### src/rtl/cwbsc_defines.svh
// constants for the cw beamformer serial configuration block
`ifndef CWBSC_DEFINES_SVH
`define CWBSC_DEFINES_SVH

`define CWBSC_CFG_W 47
`define CWBSC_NUM_CH 8
`define CWBSC_CH_W 5
`define CWBSC_PH_W 4
`define CWBSC_BEAM_LSB 0
`define CWBSC_BEAM_MSB 39
`define CWBSC_IMP_LSB 40
`define CWBSC_IMP_MSB 42
`define CWBSC_GAIN_POS 43
`define CWBSC_AAF_LSB 44
`define CWBSC_AAF_MSB 45
`define CWBSC_SPARE_POS 46
`define CWBSC_OPEN_FB_POS 42
`define CWBSC_CFG_RESET 47'h0000_0000_0000
`define CWBSC_PH_RESET 4'h0
`define CWBSC_QUARTER 4'h4
`define CWBSC_SYNC_DEPTH 3

`endif

### src/rtl/cwbsc_pkg.sv
// types for the cw beamformer serial configuration block
`default_nettype none
package cwbsc_pkg;

    // front end settings taken at the strobe rising edge
    typedef struct packed {
        logic open_feedback;
        logic amp_gain_select;
        logic [2:0] impedance_select;
        logic [1:0] aaf_cutoff_select;
    } cwbsc_front_end_t;

    // programming state, one-hot
    typedef enum logic [2:0] {
        ST_UNPROG = 3'h1,
        ST_SHIFT = 3'h2,
        ST_RUN = 3'h4
    } cwbsc_state_t;

endpackage : cwbsc_pkg

`default_nettype wire

### src/rtl/cwbsc_top.sv
// serial configuration loader and lo phase dividers of the cw beamformer
`timescale 1ns/1ps
`default_nettype none
`include "cwbsc_defines.svh"

module cwbsc_top #(
    parameter int NUM_CH = `CWBSC_NUM_CH,
    parameter int CFG_W = `CWBSC_CFG_W
) (
    input wire logic CLOCK_I,
    input wire logic RST_N_I,
    input wire logic CE_I,
    input wire logic SER_CLK_I,
    input wire logic SER_DATA_I,
    input wire logic LOAD_N_I,
    input wire logic MIXER_REF_OSC_I,
    input wire logic POWER_DOWN_PIN_I,
    output logic SER_DATA_O,
    output cwbsc_pkg::cwbsc_front_end_t FRONT_END_O,
    output logic [NUM_CH-1:0] CH_ENABLE_O,
    output logic [4*NUM_CH-1:0] CH_PHASE_O,
    output logic [NUM_CH-1:0] LO_I_O,
    output logic [NUM_CH-1:0] LO_Q_O,
    output logic CONFIG_LOADED_O
);

    // ------------------------------------------------------------
    // helpers
    // ------------------------------------------------------------

    // bit at offset 1 weighs eight, offset 4 weighs one
    function automatic logic [3:0] phase_index(input logic [4:0] grp);
        phase_index = {grp[1], grp[2], grp[3], grp[4]};
    endfunction : phase_index

    // filtered level moves only when the last two stages agree
    function automatic logic filt_next(input logic [2:0] s, input logic cur);
        filt_next = (s[1] == s[2]) ? s[2] : cur;
    endfunction : filt_next

    // msb of the divider a quarter period ahead, index plus four
    function automatic logic quad_msb(input logic [3:0] d);
        quad_msb = d[3] ^ d[2];
    endfunction : quad_msb

    // ------------------------------------------------------------
    // pin synchronisers
    // ------------------------------------------------------------

    logic [2:0] sclk_sync_reg;
    logic [2:0] sdat_sync_reg;
    logic [2:0] load_sync_reg;
    logic [2:0] ref_sync_reg;
    logic [2:0] pd_sync_reg;
    logic sclk_lvl_reg;
    logic load_lvl_reg;
    logic ref_lvl_reg;
    logic pd_lvl_reg;
    logic sclk_lvl_next;
    logic load_lvl_next;
    logic ref_lvl_next;
    logic pd_lvl_next;
    logic sclk_rise;
    logic load_rise;
    logic ref_rise;

    always_ff @(posedge CLOCK_I)
    begin
        if (!RST_N_I)
        begin
            sclk_sync_reg <= 3'h0;
            sdat_sync_reg <= 3'h0;
            load_sync_reg <= 3'h7;
            ref_sync_reg <= 3'h0;
            pd_sync_reg <= 3'h0;
        end
        else if (CE_I)
        begin
            sclk_sync_reg <= {sclk_sync_reg[1:0], SER_CLK_I};
            sdat_sync_reg <= {sdat_sync_reg[1:0], SER_DATA_I};
            load_sync_reg <= {load_sync_reg[1:0], LOAD_N_I};
            ref_sync_reg <= {ref_sync_reg[1:0], MIXER_REF_OSC_I};
            pd_sync_reg <= {pd_sync_reg[1:0], POWER_DOWN_PIN_I};
        end
    end

    always_comb
    begin
        sclk_lvl_next = filt_next(sclk_sync_reg, sclk_lvl_reg);
        load_lvl_next = filt_next(load_sync_reg, load_lvl_reg);
        ref_lvl_next = filt_next(ref_sync_reg, ref_lvl_reg);
        pd_lvl_next = filt_next(pd_sync_reg, pd_lvl_reg);
        sclk_rise = CE_I && sclk_lvl_next && !sclk_lvl_reg;
        load_rise = CE_I && load_lvl_next && !load_lvl_reg;
        ref_rise = CE_I && ref_lvl_next && !ref_lvl_reg;
    end

    always_ff @(posedge CLOCK_I)
    begin
        if (!RST_N_I)
        begin
            sclk_lvl_reg <= 1'h0;
            load_lvl_reg <= 1'h1;
            ref_lvl_reg <= 1'h0;
            pd_lvl_reg <= 1'h0;
        end
        else if (CE_I)
        begin
            sclk_lvl_reg <= sclk_lvl_next;
            load_lvl_reg <= load_lvl_next;
            ref_lvl_reg <= ref_lvl_next;
            pd_lvl_reg <= pd_lvl_next;
        end
    end

    // ------------------------------------------------------------
    // shift register
    // ------------------------------------------------------------

    logic [CFG_W-1:0] shift_reg;

    // lsb enters first and ends at bit 0 after a full word
    always_ff @(posedge CLOCK_I)
    begin
        if (!RST_N_I)
        begin
            shift_reg <= `CWBSC_CFG_RESET;
        end
        else if (sclk_rise && !load_lvl_reg)
        begin
            shift_reg <= {sdat_sync_reg[2], shift_reg[CFG_W-1:1]};
        end
    end

    // bit leaving the low end feeds the next device in the chain
    always_ff @(posedge CLOCK_I)
    begin
        if (!RST_N_I)
        begin
            SER_DATA_O <= 1'h0;
        end
        else if (CE_I)
        begin
            SER_DATA_O <= shift_reg[0];
        end
    end

    // ------------------------------------------------------------
    // programming state
    // ------------------------------------------------------------

    cwbsc_pkg::cwbsc_state_t state_reg;
    cwbsc_pkg::cwbsc_state_t state_next;

    always_comb
    begin
        state_next = state_reg;
        case (state_reg)
            cwbsc_pkg::ST_UNPROG:
            begin
                if (!load_lvl_reg)
                begin
                    state_next = cwbsc_pkg::ST_SHIFT;
                end
            end
            cwbsc_pkg::ST_SHIFT:
            begin
                if (load_rise)
                begin
                    state_next = cwbsc_pkg::ST_RUN;
                end
            end
            cwbsc_pkg::ST_RUN:
            begin
                if (!load_lvl_reg)
                begin
                    state_next = cwbsc_pkg::ST_SHIFT;
                end
            end
            default:
            begin
                state_next = cwbsc_pkg::ST_UNPROG;
            end
        endcase
    end

    always_ff @(posedge CLOCK_I)
    begin
        if (!RST_N_I)
        begin
            state_reg <= cwbsc_pkg::ST_UNPROG;
        end
        else if (CE_I)
        begin
            state_reg <= state_next;
        end
    end

    always_ff @(posedge CLOCK_I)
    begin
        if (!RST_N_I)
        begin
            CONFIG_LOADED_O <= 1'h0;
        end
        else if (load_rise)
        begin
            CONFIG_LOADED_O <= 1'h1;
        end
    end

    // ------------------------------------------------------------
    // front end settings, active only from strobe rise
    // ------------------------------------------------------------

    always_ff @(posedge CLOCK_I)
    begin
        if (!RST_N_I)
        begin
            FRONT_END_O <= '0;
        end
        else if (load_rise)
        begin
            FRONT_END_O.impedance_select <=
                shift_reg[`CWBSC_IMP_MSB:`CWBSC_IMP_LSB];
            FRONT_END_O.amp_gain_select <= shift_reg[`CWBSC_GAIN_POS];
            FRONT_END_O.open_feedback <=
                shift_reg[`CWBSC_GAIN_POS] && shift_reg[`CWBSC_OPEN_FB_POS];
            FRONT_END_O.aaf_cutoff_select <=
                shift_reg[`CWBSC_AAF_MSB:`CWBSC_AAF_LSB];
        end
    end

    // ------------------------------------------------------------
    // per channel phase dividers
    // ------------------------------------------------------------

    logic [NUM_CH-1:0] ch_off_reg;
    logic [3:0] div_reg [NUM_CH];

    always_ff @(posedge CLOCK_I)
    begin
        if (!RST_N_I)
        begin
            ch_off_reg <= {NUM_CH{1'h1}};
            CH_PHASE_O <= '0;
        end
        else if (load_rise)
        begin
            for (int k = 0; k < NUM_CH; k++)
            begin
                ch_off_reg[k] <= shift_reg[`CWBSC_CH_W*k];
                CH_PHASE_O[4*k +: 4] <=
                    phase_index(shift_reg[`CWBSC_CH_W*k +: `CWBSC_CH_W]);
            end
        end
    end

    // preset on strobe rise, count on reference rises afterwards
    always_ff @(posedge CLOCK_I)
    begin
        if (!RST_N_I)
        begin
            for (int k = 0; k < NUM_CH; k++)
            begin
                div_reg[k] <= `CWBSC_PH_RESET;
            end
        end
        else if (load_rise)
        begin
            for (int k = 0; k < NUM_CH; k++)
            begin
                div_reg[k] <= phase_index(shift_reg[`CWBSC_CH_W*k +: `CWBSC_CH_W]);
            end
        end
        else if (ref_rise && state_reg == cwbsc_pkg::ST_RUN)
        begin
            for (int k = 0; k < NUM_CH; k++)
            begin
                div_reg[k] <= div_reg[k] + 4'h1;
            end
        end
    end

    // enables and quadrature lo outputs
    always_ff @(posedge CLOCK_I)
    begin
        if (!RST_N_I)
        begin
            CH_ENABLE_O <= '0;
            LO_I_O <= '0;
            LO_Q_O <= '0;
        end
        else if (CE_I)
        begin
            for (int k = 0; k < NUM_CH; k++)
            begin
                CH_ENABLE_O[k] <= CONFIG_LOADED_O && !ch_off_reg[k] && !pd_lvl_reg;
                LO_I_O[k] <= div_reg[k][3] && !ch_off_reg[k] && !pd_lvl_reg;
                LO_Q_O[k] <= quad_msb(div_reg[k]) && !ch_off_reg[k] && !pd_lvl_reg;
            end
        end
    end

endmodule : cwbsc_top

`default_nettype wire
### config.mk
export PLATFORM = sky130hd
export DESIGN_NAME = cwbsc_top
export DESIGN_NICKNAME = d
export VERILOG_FILES = /design/src/rtl/cwbsc_pkg.sv /design/src/rtl/cwbsc_top.sv
export VERILOG_INCLUDE_DIRS = /design/src /design/src/rtl
export SDC_FILE = /design/constraint.sdc
export NUM_CORES = 1
export LEC_CHECK = 0
export BUFFER_PORTS_ARGS = -buffer_cell sky130_fd_sc_hd__buf_2
export CORE_MARGIN = 5
export CORE_UTILIZATION = 50
export DETAILED_ROUTE_END_ITERATION = 16
export GPL_ROUTABILITY_DRIVEN = 1
export PLACE_DENSITY = 0.83
export SETUP_SLACK_MARGIN = 0.5
export SLEW_MARGIN = 40
export SYNTH_ARGS = -nofsm -noshare
export SYNTH_HDL_FRONTEND = slang
export SYNTH_SLANG_ARGS = --single-unit
### constraint.sdc
create_clock -name CLOCK_I -period 1.76 [get_ports CLOCK_I]
set_input_delay 0.176 -clock CLOCK_I [delete_from_list [all_inputs] [get_ports CLOCK_I]]
set_output_delay 0.176 -clock CLOCK_I [all_outputs]
set_load 0.02 [all_outputs]
* Word level (Yosys, flattened, before mapping)
Memories as Yosys holds them, arrays and structs flattened.
Index checks and enable logic that the tools add are counted.
W data, S select, Z words.
** Word-level totals
- Register bits after elaboration :: 142
- Memory bits (writable) :: 32
- Input port bits :: 8
- Output and inout port bits :: 65
- Logic and storage cells :: 166
- Memories kept :: 1
** Operators by class
- $add $sub $neg :: 8
- Equal/unequal tests :: 9
- Mux-type cells :: 30
- Bitwise gates (word level) :: 24
- Reduce and logical (&&, ||, !) cells :: 72
** Memories
- div_reg :: words 8, bits a word 4, rd ports 8, clocked after memory_dff 0, wr ports 8, line cwbsc_top.sv:238 : logic [3:0] div_reg [NUM_CH];
** Operator list (count)
- $mux W4 :: 16
- $logic_and A1 B1 Y1 :: 57
- $add A4 B1 Y4 const B :: 8
- $or A1 B1 Y1 :: 16
- $logic_not A1 Y1 :: 12
- $mux W1 :: 11
- $xor A1 B1 Y1 :: 8
- $mux W3 :: 2
- $pmux W3 S2 :: 1
- $eq A1 B1 Y1 :: 4
- $ne A2 B2 Y1 const B :: 2
- $eq A3 B1 Y1 const B :: 1
- $eq A3 B2 Y1 const B :: 1
- $eq A3 B3 Y1 const B :: 1
- $reduce_and A3 Y1 :: 1
- $reduce_and A2 Y1 :: 1
- $reduce_or A2 Y1 :: 1

* Depth between registers and ports, before layout
Gate-level depths: netlist of run 1.
- Word-level depth :: 10
- Mapped depth :: 7
- Depth with buffers taken out :: 3

* Least setup slack after synthesis of run 1
Ideal clock, no wire load.
- Path kind :: flip-flop to flip-flop
- From :: register load_lvl_reg
- To :: memory div_reg[0][0], enable pin
- Setup time :: 0.373 ns
- Arrival :: 1.281 ns
- Data required time :: 1.387 ns
- Setup slack :: 0.106 ns
- Cell stages (with the launch flop) :: 5
- Buffers on the path :: 2
- Clock period less this slack :: 1.654 ns
- Cells stage by stage :: dfxtp_1 clkbuf_2 nand4b_4 buf_1 nand3_1
** RTL lines
- start: declaration :: line cwbsc_top.sv:56 : logic load_lvl_reg;
- start signal: assignment :: line cwbsc_top.sv:110 : load_lvl_reg <= load_lvl_next;
- end: declaration :: line cwbsc_top.sv:238

* Final worst setup path of run 1
- From :: register load_lvl_reg
- To :: register shift_reg[3]
** On the way
- Word-level cells in the longest chain between the ends :: 2
** Ends and longest elaborated chain
- $logic_not A1 Y1
- $logic_and A1 B1 Y1 :: line cwbsc_top.sv:129 : else if (sclk_rise && !load_lvl_reg)
- end signal: assignment :: line cwbsc_top.sv:127 : shift_reg <= `CWBSC_CFG_RESET;
- end signal: assignment :: line cwbsc_top.sv:131 : shift_reg <= {sdat_sync_reg[2], shift_reg[CFG_W-1:1]};
- end: declaration :: line cwbsc_top.sv:120 : logic [CFG_W-1:0] shift_reg;
No other way between the ends.
A chain may end at the register's enable or synchronous reset.

==> metrics.cfg, run 1 <==
[global_route]
grt_overflow=0
antenna_found_initial=0
track_usage_pct=24.01
grt_pass1_vias=5613
grt_first_pass_wirelength_um=30500
grt_max_degree=65

[worst_setup_path]
arrival_ns=1.98
critPathLaunchType=flip-flop
critPathCaptureType=flip-flop
path_class=flip-flop to flip-flop
critPathRequiredTime_ns=2.12
path_max_fanout=6
setup.reg_to_reg.worst_slack_ns=0.15

[routing]
drc_errors=0
ant_nets=0
routed_via_density=6.419
drt_first_iter_violations=946
num_vias=6393
wl_um=23440
first_pass_iters=6
wl_per_cell_um=23.53

[cts]
insertion_delay_ns=0.45
h-tree-depth=4
cts_tree=yes
root_buffer=clkbuf_16
path_clk_slew_ns=0.07
clockBufferDepth=2
cts_buffers=17
cts.sinks=174

[place]
gp_congestion=0.7956
dpl.hpwl_um=9799
port_buffers=72

[logic_synthesis]
synth_warnings=0
yosys.cell_types.count=38
synth_edf_count=32
synth_largest_area_cell=dfxtp_1
syn_nets=731
async_reset_ff_share_pct=0
synthTopCellsByArea=dfxtp_1 (42%), edfxtp_1 (14%), a21oi_1 (7.0%), nand2_1 (6.0%), a22o_1 (5.1%)
avgSynthCellArea_um2=9.528
ys_seq_elements=174
syn_inst=715
syn-cell-area_mm2=0.006813
yosysSeqAreaShare_pct=55.83
synth_top_area_share_pct=41.73
synth_ff_type=dfxtp_1

[timing]
slew_viol_final=0
final-hold-violation-count=0
setup_viol=0
rsz0062_at_grt=yes
min_period_ns=1.615
relSlewSlack_pct=67.06
worst_slew_pin_slew_ns=0.4940
clock.fmax_mhz=619.3
min_period_over_period_pct=91.75
clock_skew_ns=0.01487
finalSetupTns_ns=0

[finish]
syn_to_final_growth_pct=35.24
layout-drive-gt1-share_pct=31.46
nFillCells=854
final_cell_mix=dfxtp_1 (133), nand2_1 (100), buf_2 (72)
nets=823
final_common_cell=dfxtp_1
largest_reg_flops=47
antenna_cells=0
post-route-util_pct=69.30

[floorplanning]
ios=73
core_area_mm2=0.01330
die_w_um=126.7
die_height_um=126.7
start_util_pct=51.24
design.die.area_mm2=0.01606
row_count=42

[hold_path]
min_path_type=primary input to flip-flop

[power_and_ir_drop]
power_density_mw_per_mm2=911.9
p_leak_uw=0.003601
vdd_drop_max_v=0.0006434

[status]
status=completed

[job]
cap_violations=0

## through the flow
stage | setup WS [ns] | instances | total power [uW] | cell area, um2 | hold slack, ns
4_1_cts | 0.3619 | 986 | 8278 | 8630 | 0.1098
5_1_grt | 0.1798 | 996 | 8608 | 9214 | 0.1516
2_1_floorplan | 0.2282 | 715 | 4354 | 6893 | 0.3044
3_5_place_dp | 0.09094 | 921 | 4413 | 7330 | 0.4069
3_3_place_gp | 0.1376 | 921 | 4410 | 7330 | 0.3925
6_report | 0.1453 | 996 | 8402 | 9214 | 0.1589
## cells by family (layout without fill, tap and decap cells)
family                     Yosys count  in the layout  share of synthesized area, %
buffers and inverters               63            165                         4.077
DFF                                174            174                         55.83
adders and majority gates            8              8                         1.469
xor gates and xnor gates            25             25                         3.214
AOI/OAI and AO/OA                  211            211                         18.49
and+or+nand+nor                    219            222                         14.71
muxes                               15             15                         2.204
## metal layers
metal,wire [um],GRT usage (%),vias to the layer above
met4,1459,12.18,0
li1,-,-,2732
met5,0,0,-
met3,2527,6.768,151
met1,8695,31.01,2974
met2,10760,36.92,536
## power breakdown
| part | leakage [uW] | total (uW) | switching [uW] | internal, uW |
|---|---|---|---|---|
| Clock | 0.000309 | 4010 | 1650 | 2360 |
| Sequential | 0.00148 | 4130 | 47.0 | 4080 |
| Combinational | 0.00181 | 261 | 176 | 84.5 |
## critical path, stage by stage (launching register included)
cell,delay (ns)
dfxtp_2,0.33
buf_6,0.12
and4bb_4,0.36
buf_12,0.16
buf_16,0.14
nand3_1,0.16
a21oi_2,0.25
## final cells by class
| cell class | instances | area (um2) | share of cell area, % |
|---|---|---|---|
| multi-input combinational | 481 | 3318 | 36.01 |
| sequential | 174 | 3830 | 41.57 |
| timing repair buffer | 128 | 1202 | 13.05 |
| clock inverter | 13 | 157.7 | 1.711 |
| tap | 176 | 220.2 | 2.390 |
| inverter | 5 | 21.27 | 0.2309 |
| clock buffer | 19 | 464.2 | 5.038 |
## synthesized netlist by cell type (all sizes together) (2+ instances only)
cell       n
o21ai     60
nand4b     2
edfxtp    32
inv        5
nand3b     2
xor2      16
clkbuf    34
buf       24
mux2i     15
a22o      40
a21o       3
nor2      25
nand4bb    2
xnor2      9
nand2    109
dfxtp    142
nand2b     4
o2bb2ai    8
nand3     67
and4b      2
a21oi     95
ha         8
## timing repair
action | 4_1_cts | 5_1_grt
setup buffers | 18 | 3
setup endpoints to repair | 159 | 161
resized for setup | 60 | 91
pin swaps | 23 | 36
hold buffers | 5 | 0
cloned | 10 | 7
hold endpoints to repair | 5 | 0
## path summary, 6_finish.rpt
check        cells past startpoint           start          endpoint
max                              6    load_lvl_reg      shift_reg[3]
min                              2         RST_N_I  load_sync_reg[1]
max reg2reg                      6    load_lvl_reg      shift_reg[3]
min reg2reg                      2  CH_ENABLE_O[5]    CH_ENABLE_O[5]
No activity file was read; power rests on OpenSTA's default activity.
==> run 2, diff against run 1 <==
--- a/config.mk
+++ b/config.mk
@@ -7,11 +7,12 @@
 export NUM_CORES = 1
 export LEC_CHECK = 0
 export BUFFER_PORTS_ARGS = -buffer_cell sky130_fd_sc_hd__buf_2
+export CORE_ASPECT_RATIO = 0.8
 export CORE_MARGIN = 5
 export CORE_UTILIZATION = 50
 export DETAILED_ROUTE_END_ITERATION = 16
 export GPL_ROUTABILITY_DRIVEN = 1
-export PLACE_DENSITY = 0.83
+export PLACE_DENSITY = 0.81
 export SETUP_SLACK_MARGIN = 0.5
 export SLEW_MARGIN = 40
 export SYNTH_ARGS = -nofsm -noshare
==> constraint.sdc (replaced) <==
create_clock -name CLOCK_I -period 2.05 [get_ports CLOCK_I]
set_input_delay 0.205 -clock CLOCK_I [delete_from_list [all_inputs] [get_ports CLOCK_I]]
set_output_delay 0.205 -clock CLOCK_I [all_outputs]
set_load 0.02 [all_outputs]
==> metrics.cfg, run 2 (same netlist as run 1, synthesis figures left out) <==
[cts]
cts_tree=yes
root_buffer=clkbuf_16
cts.sinks=174  ; unchanged
clockBufferDepth=2  ; unchanged
insertion_delay_ns=0.42  ; -0.03 ns
cts_buffers=17  ; unchanged
path_clk_slew_ns=0.06  ; about the same
h-tree-depth=4  ; unchanged

[floorplanning]
start_util_pct=50.63  ; -0.61 points
ios=73  ; unchanged
core_area_mm2=0.01346  ; +1.2%
row_count=38  ; -9.5%
design.die.area_mm2=0.01607  ; about the same
die_w_um=140.5  ; +11%
die_height_um=114.4  ; -9.7%

[routing]
num_vias=5484  ; -14%
drc_errors=0  ; unchanged
wl_um=15740  ; -33%
ant_nets=0  ; unchanged
wl_per_cell_um=16.42  ; -30%
drt_first_iter_violations=557  ; -41%
routed_via_density=5.718  ; -11%
first_pass_iters=5  ; -1

[timing]
clock.fmax_mhz=673.5  ; +8.7%
relSlewSlack_pct=54.11  ; -13 points
final-hold-violation-count=0  ; unchanged
slew_viol_final=0  ; unchanged
finalSetupTns_ns=0  ; unchanged
rsz0062_at_grt=no
worst_slew_pin_slew_ns=0.6883  ; +0.1943 ns
clock_skew_ns=0.008282  ; -0.006585 ns
min_period_over_period_pct=72.43  ; -19 points
setup_viol=0  ; unchanged
min_period_ns=1.485  ; -0.1299 ns

[finish]
syn_to_final_growth_pct=16.20
final_cell_mix=dfxtp_1 (140), nand2_1 (108), a21oi_1 (95)
antenna_cells=0  ; unchanged
final_common_cell=dfxtp_1
nets=783  ; -4.9%
layout-drive-gt1-share_pct=16.82  ; -15 points
largest_reg_flops=47  ; unchanged

[status]
status=completed

[power_and_ir_drop]
vdd_drop_max_v=0.0007042  ; +9.4%
power_density_mw_per_mm2=834.4  ; -8.5%
p_total_uw=6605  ; -21%
p_leak_uw=0.003079  ; -14%

[hold_path]
min_path_type=primary input to flip-flop
worstHoldStart=SER_DATA_I
hold_depth=3  ; +1
holdPathEnd=sdat_sync_reg[0]

[worst_setup_path]
path_max_fanout=8  ; +2
critPathRequiredTime_ns=2.16  ; +0.04 ns
path_class=flip-flop to flip-flop
rr_worst_depth=3  ; -3
r2r-start=state_reg[2]
r2r_end=div_reg[0][30]
setup.reg_to_reg.worst_slack_ns=0.57  ; +0.42 ns
critPathCaptureType=flip-flop
arrival_ns=1.60  ; -0.38 ns
critPathLaunchType=flip-flop

[place]
port_buffers=72  ; unchanged
gp_congestion=0.8040  ; +1.1%
dpl.hpwl_um=10020  ; +2.2%

[global_route]
antenna_found_initial=0  ; unchanged
grt_first_pass_wirelength_um=25450  ; -17%
track_usage_pct=19.51  ; -4.5 points
grt_max_degree=68  ; +4.6%
grt_overflow=0  ; unchanged
grt_pass1_vias=4951  ; -12%

[job]
cap_violations=0  ; unchanged

## run 2: cell types whose count changed in the layout (fill, tap and decap cells not counted), moves of 17 or more
cell | before | now
a21oi_1 | 60 | 95
a21oi_2 | 34 | 0
nand3_1 | 43 | 64
nand3_2 | 18 | 1
## run 2: worst max path at each step
stage                     depth (start not counted)  slack [ns]             start        endpoint
after global routing                              5        0.50  load_sync_reg[1]  div_reg[0][20]
after CTS                                         4        0.48  load_sync_reg[1]  div_reg[0][21]
after detailed placement                          3        0.09      state_reg[1]  div_reg[0][21]
final                                             3        0.57      state_reg[2]  div_reg[0][30]
after global placement                            3        0.16      state_reg[1]  div_reg[0][13]
after floorplan                                   4        0.40      load_lvl_reg   div_reg[0][0]
## run 2: critical path, stage by stage, from the launching register on
cell,delay [ns]
dfxtp_1,0.43
and4b_2,0.37
nand2_2,0.16
nand3_2,0.21
## run 2: per-stage QoR
stage	cells	hold slack (ns)	cell area (um2)	utilization (%)	setup slack, ns
global placement	922	0.4256	7262	53.97	0.1631
global route	959	0.03436	7916	58.83	0.5006
finish	959	0.02093	7916	58.83	0.5652
CTS	955	0.006577	7839	58.26	0.4778
floorplan	715	0.3334	6835	-	0.3961
detailed placement	922	0.4354	7262	53.97	0.09262
## run 2: layout make-up
class	count	area [um2]
multi-input combinational	479	2813
timing repair buffer	90	534.3
inverter	5	18.77
sequential	174	3806
fill	1136	5539
clock buffer	23	447.9
clock inverter	8	71.32
tap	180	225.2
## run 2: timing repair
action,CTS,global route
hold buffers,1,0
hold endpoints to repair,1,0
pin swaps,1,3
endpoints found under the setup margin,65,65
setup buffers,1,3
gates cloned,0,1
gates resized for setup,10,11
## run 2: routing by layer
metal / part of all wire [%] / up-vias / track usage (%)
met2: 42 / 225 / 27.90
met4: 1.0 / 0 / 4.842
li1: - / 2643 / -
met3: 9.0 / 15 / 5.261
met5: 0 / - / 0
met1: 48 / 2601 / 29.30
## run 2: where the power goes
part | leakage, uW | internal [uW] | switching [uW] | total [uW]
Clock | 0.000255 | 1650 | 1230 | 2890
Combinational | 0.00135 | 55.1 | 117 | 172
Sequential | 0.00147 | 3510 | 34.0 | 3550
Total | 0.00308 | 5220 | 1380 | 6610
